File: config.mk
export PLATFORM = sky130hd
export DESIGN_NAME = bsc_exec
export DESIGN_NICKNAME = d
export VERILOG_FILES = /design/src/verilog/bsc_bit_test.v /design/src/verilog/bsc_exec.v
export VERILOG_INCLUDE_DIRS = /design/src /design/src/verilog
export SDC_FILE = /design/constraint.sdc
export NUM_CORES = 1
export LEC_CHECK = 0
export BUFFER_PORTS_ARGS = -buffer_cell sky130_fd_sc_hd__buf_2
export CORE_ASPECT_RATIO = 0.9
export CORE_MARGIN = 2
export CORE_UTILIZATION = 50
export DETAILED_ROUTE_END_ITERATION = 12
export PLACE_DENSITY = 0.91
export SKIP_LAST_GASP = 1
export SLEW_MARGIN = 30
export SYNTH_ARGS = -nofsm -noshare
export SYNTH_HDL_FRONTEND = slang
export SYNTH_SLANG_ARGS = --single-unit
File: constraint.sdc
create_clock -name clk -period 4 [get_ports clk]
set_input_delay 0.2 -clock clk [delete_from_list [all_inputs] [get_ports clk]]
set_output_delay 0.2 -clock clk [all_outputs]
set_load 0.01 [all_outputs]
File: src/verilog/bsc_defs.vh
`ifndef BSC_DEFS_VH
`define BSC_DEFS_VH
// Operation select codes presented by the core decoder.
`define BSC_OP_NONE       3'h0
`define BSC_OP_SKIP_ZERO  3'h1
`define BSC_OP_SKIP_ONE   3'h2
`define BSC_OP_CALL       3'h3
`define BSC_OP_CLEAR_ACC  3'h4
// Widths.
`define BSC_PC_W          11
`define BSC_FADDR_W       7
`define BSC_SP_W          3
// Field positions.
`define BSC_TABLE_HIGH_POINTER_HI       2
`define BSC_PC_HI_LSB     8
`define BSC_ZERO_BIT      2
// Constants.
`define BSC_ACC_CLEAR     8'h00
`define BSC_PC_ONE        11'h001
`define BSC_SP_ONE        3'h1
`define BSC_PC_RESET      11'h000
`define BSC_SP_RESET      3'h0
`define BSC_ST_RESET      8'h00
`define BSC_STATUS_ONE    8'h01
// Sequencer states.
`define BSC_ST_IDLE       2'h0
`define BSC_ST_FLUSH      2'h1
`define BSC_ST_CALL2      2'h2
`endif

File: src/verilog/bsc_bit_test.v
`timescale 1ns/1ns
`include "bsc_defs.vh"
module bsc_bit_test (
   // Operand
   input  wire [7:0] file_data,
   input  wire [2:0] bit_sel,
   // Sense
   input  wire       skip_on_one,
   // Result
   output wire       skip
);
   // The selected bit is compared with the sense taken from the opcode.
   assign skip = (file_data[bit_sel] == skip_on_one);
endmodule

File: src/verilog/bsc_exec.v
`timescale 1ns/1ns
`include "bsc_defs.vh"
// What this block does
// - Skip-if-zero test skips the next instruction when the selected bit is zero.
// - Skip-if-one test skips the next instruction when the selected bit is one.
// - A skip discards the fetched instruction, runs a no-op, costing two cycles.
// - Indirect call pushes program counter plus one; the call takes two cycles.
// - Call target is table high pointer bits 2..0 over the accumulator.
// - The push writes the current stack slot, then advances the pointer.
// - Accumulator clear writes zero and sets the zero flag, others untouched.
module bsc_exec (
   // Clock and reset
   input  wire                     clk,
   input  wire                     reset,
   // Instruction from the decoder
   input  wire                     op_valid,
   input  wire [2:0]               op_code,
   input  wire [`BSC_FADDR_W-1:0]  file_addr,
   input  wire [2:0]               bit_sel,
   // File register read data
   input  wire [7:0]               file_data,
   // Core state inputs
   input  wire [`BSC_PC_W-1:0]     pc_in,
   input  wire [7:0]               accumulator_in,
   input  wire [7:0]               table_high_pointer,
   input  wire [7:0]               status_in,
   // Results
   output reg                      busy,
   output reg                      discard_fetch,
   output reg                      pc_load,
   output reg  [`BSC_PC_W-1:0]     pc_out,
   output reg                      acc_write,
   output reg  [7:0]               accumulator,
   output reg                      status_write,
   output reg  [7:0]               status_out,
   // Stack
   output reg                      stack_write,
   output reg  [`BSC_SP_W-1:0]     stack_addr,
   output reg  [`BSC_PC_W-1:0]     stack_data,
   output reg  [`BSC_SP_W-1:0]     stack_pointer,
   // File address echoed to the register file
   output reg  [`BSC_FADDR_W-1:0]  file_addr_out
);
   // Sequencer states.
   localparam [1:0] ST_IDLE  = `BSC_ST_IDLE;
   localparam [1:0] ST_FLUSH = `BSC_ST_FLUSH;
   localparam [1:0] ST_CALL2 = `BSC_ST_CALL2;

   // Sequencer registers.
   reg  [1:0]               state;
   reg  [`BSC_PC_W-1:0]     call_target;

   // Next values of every register.
   reg  [1:0]               next_state;
   reg  [`BSC_PC_W-1:0]     next_call_target;
   reg                      next_busy;
   reg                      next_discard_fetch;
   reg                      next_pc_load;
   reg  [`BSC_PC_W-1:0]     next_pc_out;
   reg                      next_acc_write;
   reg  [7:0]               next_accumulator;
   reg                      next_status_write;
   reg  [7:0]               next_status_out;
   reg                      next_stack_write;
   reg  [`BSC_SP_W-1:0]     next_stack_addr;
   reg  [`BSC_PC_W-1:0]     next_stack_data;
   reg  [`BSC_SP_W-1:0]     next_stack_pointer;
   reg  [`BSC_FADDR_W-1:0]  next_file_addr_out;

   // Decode.
   wire                     skip_on_one;
   wire                     skip;
   wire                     accept;

   // A request is only looked at in the idle state; one that arrives during the second
   // cycle of a skip or call is dropped, so the core must hold it off while busy is high.
   assign accept      = op_valid && (state == ST_IDLE);
   assign skip_on_one = (op_code == `BSC_OP_SKIP_ONE);

   bsc_bit_test bsc_bit_test_i (
      .file_data   (file_data),
      .bit_sel     (bit_sel),
      .skip_on_one (skip_on_one),
      .skip        (skip)
   );

   // Next-state logic. Strobes fall back to zero each cycle and data outputs hold their
   // last value, so the core may sample them at any time after the strobe.
   always @* begin
      next_state         = state;
      next_call_target   = call_target;
      next_busy          = busy;
      next_discard_fetch = 1'b0;
      next_pc_load       = 1'b0;
      next_pc_out        = pc_out;
      next_acc_write     = 1'b0;
      next_accumulator   = accumulator;
      next_status_write  = 1'b0;
      next_status_out    = status_out;
      next_stack_write   = 1'b0;
      next_stack_addr    = stack_addr;
      next_stack_data    = stack_data;
      next_stack_pointer = stack_pointer;
      next_file_addr_out = file_addr_out;

      case (state)
         ST_IDLE: begin
            next_busy = 1'b0;
            if (accept) begin
               next_file_addr_out = file_addr;
               case (op_code)
                  `BSC_OP_SKIP_ZERO, `BSC_OP_SKIP_ONE: begin
                     // Flags are left alone on both outcomes.
                     if (skip) begin
                        next_discard_fetch = 1'b1;
                        next_busy          = 1'b1;
                        next_state         = ST_FLUSH;
                     end
                  end
                  `BSC_OP_CALL: begin
                     // The jump is applied one cycle after the push, which gives the
                     // call its second cycle and keeps the fetch stage from racing it.
                     next_stack_write   = 1'b1;
                     next_stack_addr    = stack_pointer;
                     next_stack_data    = pc_in + `BSC_PC_ONE;
                     // The pointer is three bits wide and wraps, so a ninth nested call
                     // overwrites the oldest return address.
                     next_stack_pointer = stack_pointer + `BSC_SP_ONE;
                     next_call_target   = {table_high_pointer[`BSC_TABLE_HIGH_POINTER_HI:0],
                                           accumulator_in};
                     next_busy          = 1'b1;
                     next_state         = ST_CALL2;
                  end
                  `BSC_OP_CLEAR_ACC: begin
                     next_accumulator  = `BSC_ACC_CLEAR;
                     next_acc_write    = 1'b1;
                     next_status_out   = status_in |
                                         (`BSC_STATUS_ONE << `BSC_ZERO_BIT);
                     next_status_write = 1'b1;
                  end
                  default: begin
                     next_state = ST_IDLE;
                  end
               endcase
            end
         end
         ST_FLUSH: begin
            // Second cycle executes as a no-op in place of the dropped word.
            next_busy  = 1'b0;
            next_state = ST_IDLE;
         end
         ST_CALL2: begin
            next_pc_out  = call_target;
            next_pc_load = 1'b1;
            next_busy    = 1'b0;
            next_state   = ST_IDLE;
         end
         default: begin
            // An unused state code returns to idle rather than locking the core up.
            next_busy  = 1'b0;
            next_state = ST_IDLE;
         end
      endcase
   end

   // Sequencer registers.
   always @(posedge clk) begin
      if (reset) begin
         state       <= ST_IDLE;
         call_target <= `BSC_PC_RESET;
         busy        <= 1'b0;
      end else begin
         state       <= next_state;
         call_target <= next_call_target;
         busy        <= next_busy;
      end
   end

   // One-cycle strobes towards the fetch stage, accumulator, status register and stack.
   always @(posedge clk) begin
      if (reset) begin
         discard_fetch <= 1'b0;
         pc_load       <= 1'b0;
         acc_write     <= 1'b0;
         status_write  <= 1'b0;
         stack_write   <= 1'b0;
      end else begin
         discard_fetch <= next_discard_fetch;
         pc_load       <= next_pc_load;
         acc_write     <= next_acc_write;
         status_write  <= next_status_write;
         stack_write   <= next_stack_write;
      end
   end

   // Data outputs. Reset puts the stack pointer at slot zero, so the first call after
   // reset stores its return address there.
   always @(posedge clk) begin
      if (reset) begin
         pc_out        <= `BSC_PC_RESET;
         accumulator   <= `BSC_ACC_CLEAR;
         status_out    <= `BSC_ST_RESET;
         stack_addr    <= `BSC_SP_RESET;
         stack_data    <= `BSC_PC_RESET;
         stack_pointer <= `BSC_SP_RESET;
         file_addr_out <= {`BSC_FADDR_W{1'b0}};
      end else begin
         pc_out        <= next_pc_out;
         accumulator   <= next_accumulator;
         status_out    <= next_status_out;
         stack_addr    <= next_stack_addr;
         stack_data    <= next_stack_data;
         stack_pointer <= next_stack_pointer;
         file_addr_out <= next_file_addr_out;
      end
   end

endmodule
## Yosys cells after proc, flatten, opt, wreduce, memory -nomap -nowiden

Index checks and enable logic that the tools add are counted.

| storage, ports and cells | value |
|---|---|
| flip-flop bits (word level) | 61 |
| input port bits | 59 |
| output and inout bits | 57 |
| logic and storage cells | 46 |

| cells by class | value |
|---|---|
| $add $sub $neg | 2 |
| magnitude comparators | 1 |
| equality and inequality tests | 7 |
| mux-type cells | 9 |
| bitwise operators | 4 |
| reduce and logical (&&, ||, !) cells | 10 |

Operators with widths:

| cell | number |
|---|---|
| adder 11 x 1 -> 11 bit, second input constant | 1 |
| AND reduction 3 bit | 3 |
| equality test 3 x 2 -> 1 bit, second input constant | 2 |
| one-hot mux 2 bit (3 select lines) | 1 |
| 2-to-1 mux 1 bit | 5 |
| < comparator 3 x 4 -> 1 bit, second input constant | 1 |
| NOT 1 bit | 4 |
| OR reduction 2 bit | 2 |
| OR reduction 4 bit | 1 |
| adder 3 x 1 -> 3 bit, second input constant | 1 |
| binary-select mux 1 bit (select 3 bit) | 1 |
| equality test 3 x 1 -> 1 bit, second input constant | 1 |
| equality test 3 bit, second input constant | 1 |
| OR reduction 3 bit | 1 |
| equality test 2 bit, second input constant | 1 |
| logical NOT 2 bit | 1 |
| 2-to-1 mux 2 bit | 1 |
| inequality test 2 x 1 -> 1 bit, second input constant | 1 |
| one-hot mux 1 bit (2 select lines) | 1 |
| AND reduction 2 bit | 1 |
| equality test 1 bit | 1 |
| logical AND 1 bit | 1 |

## Longest topological paths before layout

Gate-level depths: netlist (run 1).

| logic depth | value |
|---|---|
| depth after elaboration | 5 |
| gate-level depth with buffers | 5 |
| gate-level depth less buffers | 4 |

## Hierarchy

Synthesis (run 1) repeated with hierarchy kept, for this count alone.

| unflattened totals | value |
|---|---|
| cell total of the unflattened synthesis | 303 |
| area total of the unflattened synthesis | 2,536.2 µm² |

Modules (own cells, without submodules):

| module | instances | cells each | area each (µm²) | seq. area each (µm²) |
|---|---|---|---|---|
| bsc_exec | 1 | 296 | 2,459.9 | 1,221.2 |
| bsc_bit_test | 1 | 7 | 76.3 | 0.0 |

## Worst setup path before layout (run 1)

No wires, ideal clock.

| timing path | value |
|---|---|
| kind | register to register |
| from | reg state[1] |
| to | reg stack_pointer[2] |
| setup time | 0.070 ns |
| arrival time | 1.390 ns |
| data required time | 3.930 ns |
| setup slack | 2.540 ns |
| cell stages (with the launch flop) | 5 |
| path buffers | 1 |
| clock period less this slack | 1.460 ns |
| cells stage by stage | dfxtp_1 or3b_1 buf_2 or4_1 a21oi_1 |

| on the way | value |
|---|---|
| cells in the longest elaborated chain, start to end | 3 |

RTL lines:

| what | RTL line | text |
|---|---|---|
| start, declared | bsc_exec.v:50 | `reg [1:0] state;` |
| start signal, assigned | bsc_exec.v:173 | `state <= next_state;` |
| logical NOT 2 bit (*) | bsc_exec.v:77, bsc_exec.v:106 |  |
| logical AND 1 bit | bsc_exec.v:77 | `assign accept = op_valid && (state == ST_IDLE);` |
| AND reduction 3 bit (no line) (*) | -- |  |
| end signal, assigned | bsc_exec.v:205 | `` stack_pointer <= `BSC_SP_RESET; `` |
| end signal, assigned | bsc_exec.v:213 | `stack_pointer <= next_stack_pointer;` |
| end, declared | bsc_exec.v:40 | `` output reg [`BSC_SP_W-1:0] stack_pointer, `` |

Mark *: on every way between the ends. The rest lies on a longest branch, timed or not.
A chain may end at the register's enable or synchronous reset.

## Worst setup path after layout (run 1)

Ends and elaborated chain as after synthesis.

==> impl_metrics.ini, run 1 <==
[status]
status = finished, final reports clean

[global_routing]
top_usage_layer = met2
grt_pass1_wl_microns = 9650
antenna_found_initial = 0
grt.total_usage = 0.216
grt.met3_usage = 0.0453
use_met2 = 0.372
first_global_vias = 2257
grt_max_degree = 56
globalRouteOverflowTotal = 0
met1_usage = 0.251

[critical_path]
setup.worst_path.class = flop to flop
crit_path_start_kind = flop
endpoint_kind = flop
crit_arrival_ns = 2.17
required_ns = 4.26
worstPathMaxFanout = 36
r2r_start = state[1]
r2r_setup_slack_ns = 2.09
r2r_end = stack_pointer[2]
rr_worst_depth = 3

[floorplanning]
rows = 24
fp.coreArea_sq_mm = 0.00486
io_pins = 116
die_x_microns = 78.9
start_util = 0.519
dieArea_sq_mm = 0.00564
die_h_microns = 71.4

[place]
place_congestion = 0.759
dp_slack_ns = 1.96
portBuffers = 101
hpwl_microns = 3970

[synth]
synthAdderAreaFrac = 0.00991
avgSynthCellArea_sq_um = 8.48
synth_compound_area_frac = 0.206
synthMuxAreaShare = 0.0342
yosysUniqueCellTypes = 38
synthSimpleGateAreaFrac = 0.189
synth_edf_count = 0
ys_warn_count = 0
ys_seq_elements = 61
synth-main-ff-cell = dfxtp_1
synth_cells = 298
async_flop_share = 0
synthesis.area_sq_mm = 0.00253
synth-xor-area-share = 0.0104
ys_seq_area_frac = 0.483
synth_top_family_by_area = compound AO/OA/AOI/OAI gates

[hold_path]
min_to = stack_data[0]
holdCritPathClass = input pin to flop
whs_path_depth = 2
hold_start = pc_in[0]

[sta]
min_period_ns = 1.91
hold_ws_ns = 0.0799
max_freq_mhz = 524
worstMarginPinSlew_ns = 0.800
setup_viol = 0
hold_violations = 0
fin_ws_ns = 2.09
period_share = 0.477
relSlewSlack = 0.467
rsz0062_at_grt = false
maxSlewViolCount = 0
fin_skew_ns = 0.00551
finalSetupTns_ns = 0

[detailed_routing]
drt_iter0_markers = 152
drt-vias-per-instance = 5.32
avgRoutedWirePerCell_microns = 13.2
detail-route-antenna-nets = 0
vias = 2428
firstDrtPassIters = 4
drc = 0
finalWirelength_microns = 6040

[cts]
cts_tree = done
cts_root_buf = clkbuf_8
post_cts_buffers = 0
cts_buffers = 9
clkSinkCount = 61
cts-hold-fix-buffers = 0
postCtsResizedCells = 0
clkTransAtPathRegs_ns = 0.07
clk_latency_ns = 0.33
htree_levels = 3
clock_path_buffers = 2

[cells_and_area]
layout-drive-gt1-share = 0.320
mostFrequentLayoutCells = buf_2, dfxtp_1, a21oi_1, nand2_1, nand3_1
area_growth_syn_to_layout_pct = 26.1
final_common_cell = buf_2
layout.nets = 447
antenna_cells = 0

[power]
power_density_mw_per_mm2 = 391
p_leak_nw = 1.36
ir_drop_mv = 0.185

[job]
cap_violations = 0
[worst max-delay path by stage]
| stage | from | to | slack (ns) | cells past startpoint |
|---|---|---|---|---|
| floorplan | state[1] | stack_pointer[2] | 2.54 | 4 |
| global placement | state[1] | stack_pointer[2] | 2.04 | 3 |
| detailed placement | state[1] | stack_pointer[2] | 1.96 | 3 |
| CTS | state[1] | call_target[10] | 1.90 | 4 |
| global route | state[1] | stack_pointer[2] | 1.99 | 3 |
| finish | state[1] | stack_pointer[2] | 2.09 | 3 |
[logic make-up (layout without fill, tap and decap cells)]
kind of cell,Yosys count,count (layout)
simple gates,96,96
compound gates,95,95
flops,61,61
buf+inv,34,120
mux,6,6
xor+xnor,3,3
fa+ha+maj,2,2
other cells,1,8
[critical path, stage by stage, from the launching register on]
cell,delay (ns)
dfxtp_1,0.34
or3b_2,0.78
or4_1,0.57
a21oi_1,0.15
[sequential cells by signal, summed over array words and instances, names as in the netlist, 2 cells and up]
| register | count |
|---|---|
| call_target | 11 |
| pc_out | 11 |
| stack_data | 11 |
| status_out | 8 |
| file_addr_out | 7 |
| stack_addr | 3 |
| stack_pointer | 3 |
| state | 2 |
[final cells by class]
cell class	instances	area, sq um
fill	435	1680
clock inverter	4	22.5
sequential	61	1220
tap	65	81.3
timing repair buffer	102	515
multi-input combinational	210	1180
inverter	2	7.51
clock buffer	12	155
[power by group]
part	switching (mW)	internal, mW	leakage [nW]
Clock	0.231	0.255	0.0921
Sequential	0.00673	0.622	0.494
Combinational	0.0779	0.0508	0.769
Total	0.316	0.928	1.36
[through the flow]
stage          std cells  utilization  cell area (sq um)  total power [mW]
4_1_cts              456        0.652               3170              1.25
6_report             456        0.655               3180              1.24
3_3_place_gp         440        0.615               2990             0.765
3_5_place_dp         440        0.615               2990             0.768
2_1_floorplan        305            -               2550             0.721
5_1_grt              456        0.655               3180              1.29
[synthesized netlist by cell type, types with 3 or more instances]
cell	count	area [sq um]
mux2i_1	3	30.0
nand2_1	39	146
or4_1	3	22.5
a31oi_1	3	18.8
buf_2	4	20.0
o31ai_1	3	22.5
nand3_1	30	150
a311oi_1	3	26.3
dfxtp_1	61	1220
a211oi_1	4	30.0
a32oi_1	3	26.3
clkbuf_1	18	67.6
a21oi_1	51	255
or3_1	5	31.3
nor2_1	3	11.3
o21ai_0	28	140
buf_4	9	67.6
[metal layers]
| layer | share of wire | wire length, microns | up-vias |
|---|---|---|---|
| met4 | 0.026 | 159 | 0 |
| met5 | 0 | 0 | - |
| li1 | - | - | 1220 |
| met2 | 0.46 | 2780 | 84 |
| met1 | 0.45 | 2710 | 1110 |
| met3 | 0.065 | 391 | 14 |
No activity file was read; power rests on OpenSTA's default activity.
==> run 2: changes to the inputs <==
Settings changed: CORE_UTILIZATION 50 to 42, PLACE_DENSITY 0.91 to 0.82.
Clock period 4 ns to 1.63 ns, I/O delays scaled along.
==> run 2 against run 1 <==
Compared with the run above: the run now ends with design-rule violations left; clock power rose to 3.6 times the previous value; sequential power up 150%; via count up 3.9%; worst hold slack worse by 0.068 ns; wire length up 5.3%; critical endpoint is now stack_pointer[0]; largest cell class unchanged; highest routed layer unchanged.
==> impl_metrics.ini, run 2 (synthesized netlist as in run 1, its figures left out) <==
[status]
status = finished with violations
failed_checks = design-rule violations

[detailed_routing]
vias = 2522
detail-route-antenna-nets = 0
avgRoutedWirePerCell_microns = 13.1
drt_iter0_markers = 104
finalWirelength_microns = 6360
drt-vias-per-instance = 5.18
drc = 7
firstDrtPassIters = 9

[cells_and_area]
layout-drive-gt1-share = 0.321
layout.nets = 473
antenna_cells = 0
reg_top3 = call_target (11), pc_out (11), stack_data (11)
area_growth_syn_to_layout_pct = 39.3
final_common_cell = buf_2
final_cells = 487
mostFrequentLayoutCells = buf_2, dfxtp_1, a21oi_1, nand2_1, nand3_1

[power]
ir_drop_mv = 0.467
power_density_mw_per_mm2 = 1040
p_leak_nw = 1.51

[global_routing]
globalRouteOverflowTotal = 0
grt_pass1_wl_microns = 10300
grt.total_usage = 0.193
grt_max_degree = 37
first_global_vias = 2327
antenna_found_initial = 0

[place]
dp_cells = 454
hpwl_microns = 4410
place_congestion = 0.751
portBuffers = 101

[floorplanning]
io_pins = 116
die_h_microns = 77.6
start_util = 0.439
die_x_microns = 85.8
dieArea_sq_mm = 0.00665
fp.coreArea_sq_mm = 0.00576
rows = 26

[cts]
cts_root_buf = clkbuf_8
htree_levels = 3
clock_path_buffers = 2
cts_buffers = 9
cts_tree = done
clkTransAtPathRegs_ns = 0.07
clkSinkCount = 61
clk_latency_ns = 0.33

[critical_path]
worstPathMaxFanout = 7
crit_chain = or3b_4 > buf_4 > or3_1 > a21oi_1
r2r_start = state[1]
critPathTopFamily = simple AND/OR/NAND/NOR gates
required_ns = 1.88
cpMaxStageDelayCell = or3b_4
path_buf_inv = 1
endpoint_kind = flop
critPathLaunch = state[1]
crit_path_start_kind = flop
crit_arrival_ns = 1.77
setup.worst_path.class = flop to flop
crit_path_max_incr_delay_ns = 0.44

[sta]
rsz0062_at_grt = false
worstMarginPinSlew_ns = 0.783
setup_viol = 0
hold_violations = 0
finalSetupTns_ns = 0
fin_skew_ns = 0.00740
relSlewSlack = 0.477
max_freq_mhz = 656
min_period_ns = 1.52
period_share = 0.935
maxSlewViolCount = 0

[hold_path]
holdCritPathClass = input pin to flop
hold_start = accumulator_in[2]

[job]
cap_violations = 0
==> run 2: layer usage <==
metal  up-vias  wire [microns]  track usage
met5         -               0            0
li1       1275               -            -
met2        85            3110        0.338
met1      1150            2780        0.224
met3        12             350       0.0404
met4         0             117       0.0921
==> run 2: final cells by class <==
class                   count  area (sq um)
clock buffers               9           124
clock inverters             7           138
fillers                   509          2240
inverters                   2          7.51
multi-input cells         210          1180
flip-flops and latches     61          1220
well taps                  70          87.6
repair buffers            128           763
==> run 2: path summary, 6_finish.rpt <==
check,end,slack (ns),depth (start not counted)
worst max-delay path,stack_pointer[0],0.11,4
worst max register to register,stack_pointer[0],0.11,4
worst min-delay path,call_target[2],0.01,3
worst min register to register,file_addr_out[5],0.45,2
==> run 2: stage by stage <==
stage / util / instance area [sq um] / hold WS (ns) / total power, mW / setup slack (ns)
after floorplan: - / 2550 / 0.178 / 1.77 / 0.170
after global placement: 0.535 / 3080 / 0.300 / 1.90 / 0.0672
after detailed placement: 0.535 / 3080 / 0.312 / 1.91 / 0.00913
after CTS: 0.611 / 3520 / 0.000865 / 3.69 / 0.0457
after global routing: 0.611 / 3520 / 0.00951 / 3.79 / 0.0504
final: 0.611 / 3520 / 0.0119 / 3.65 / 0.106
==> run 2: what timing repair did <==
action,4_1_cts,5_1_grt
hold buffers,17,0
gates resized for setup,1,1
setup buffers,0,0
endpoints found under the setup margin,1,3
hold endpoints to repair,17,0
==> run 2: worst min-delay path, stage by stage <==
cell	delay (ns)
buf_2	0.10
nand3_1	0.06
a21oi_1	0.05
==> run 2: power by group <==
group          internal, mW  total (mW)  leakage, nW  switching, mW
logic                 0.169       0.368        0.886          0.199
clock network          1.16        1.74        0.129          0.574
registers              1.53        1.54        0.494         0.0175
total                  2.86        3.65         1.51          0.791
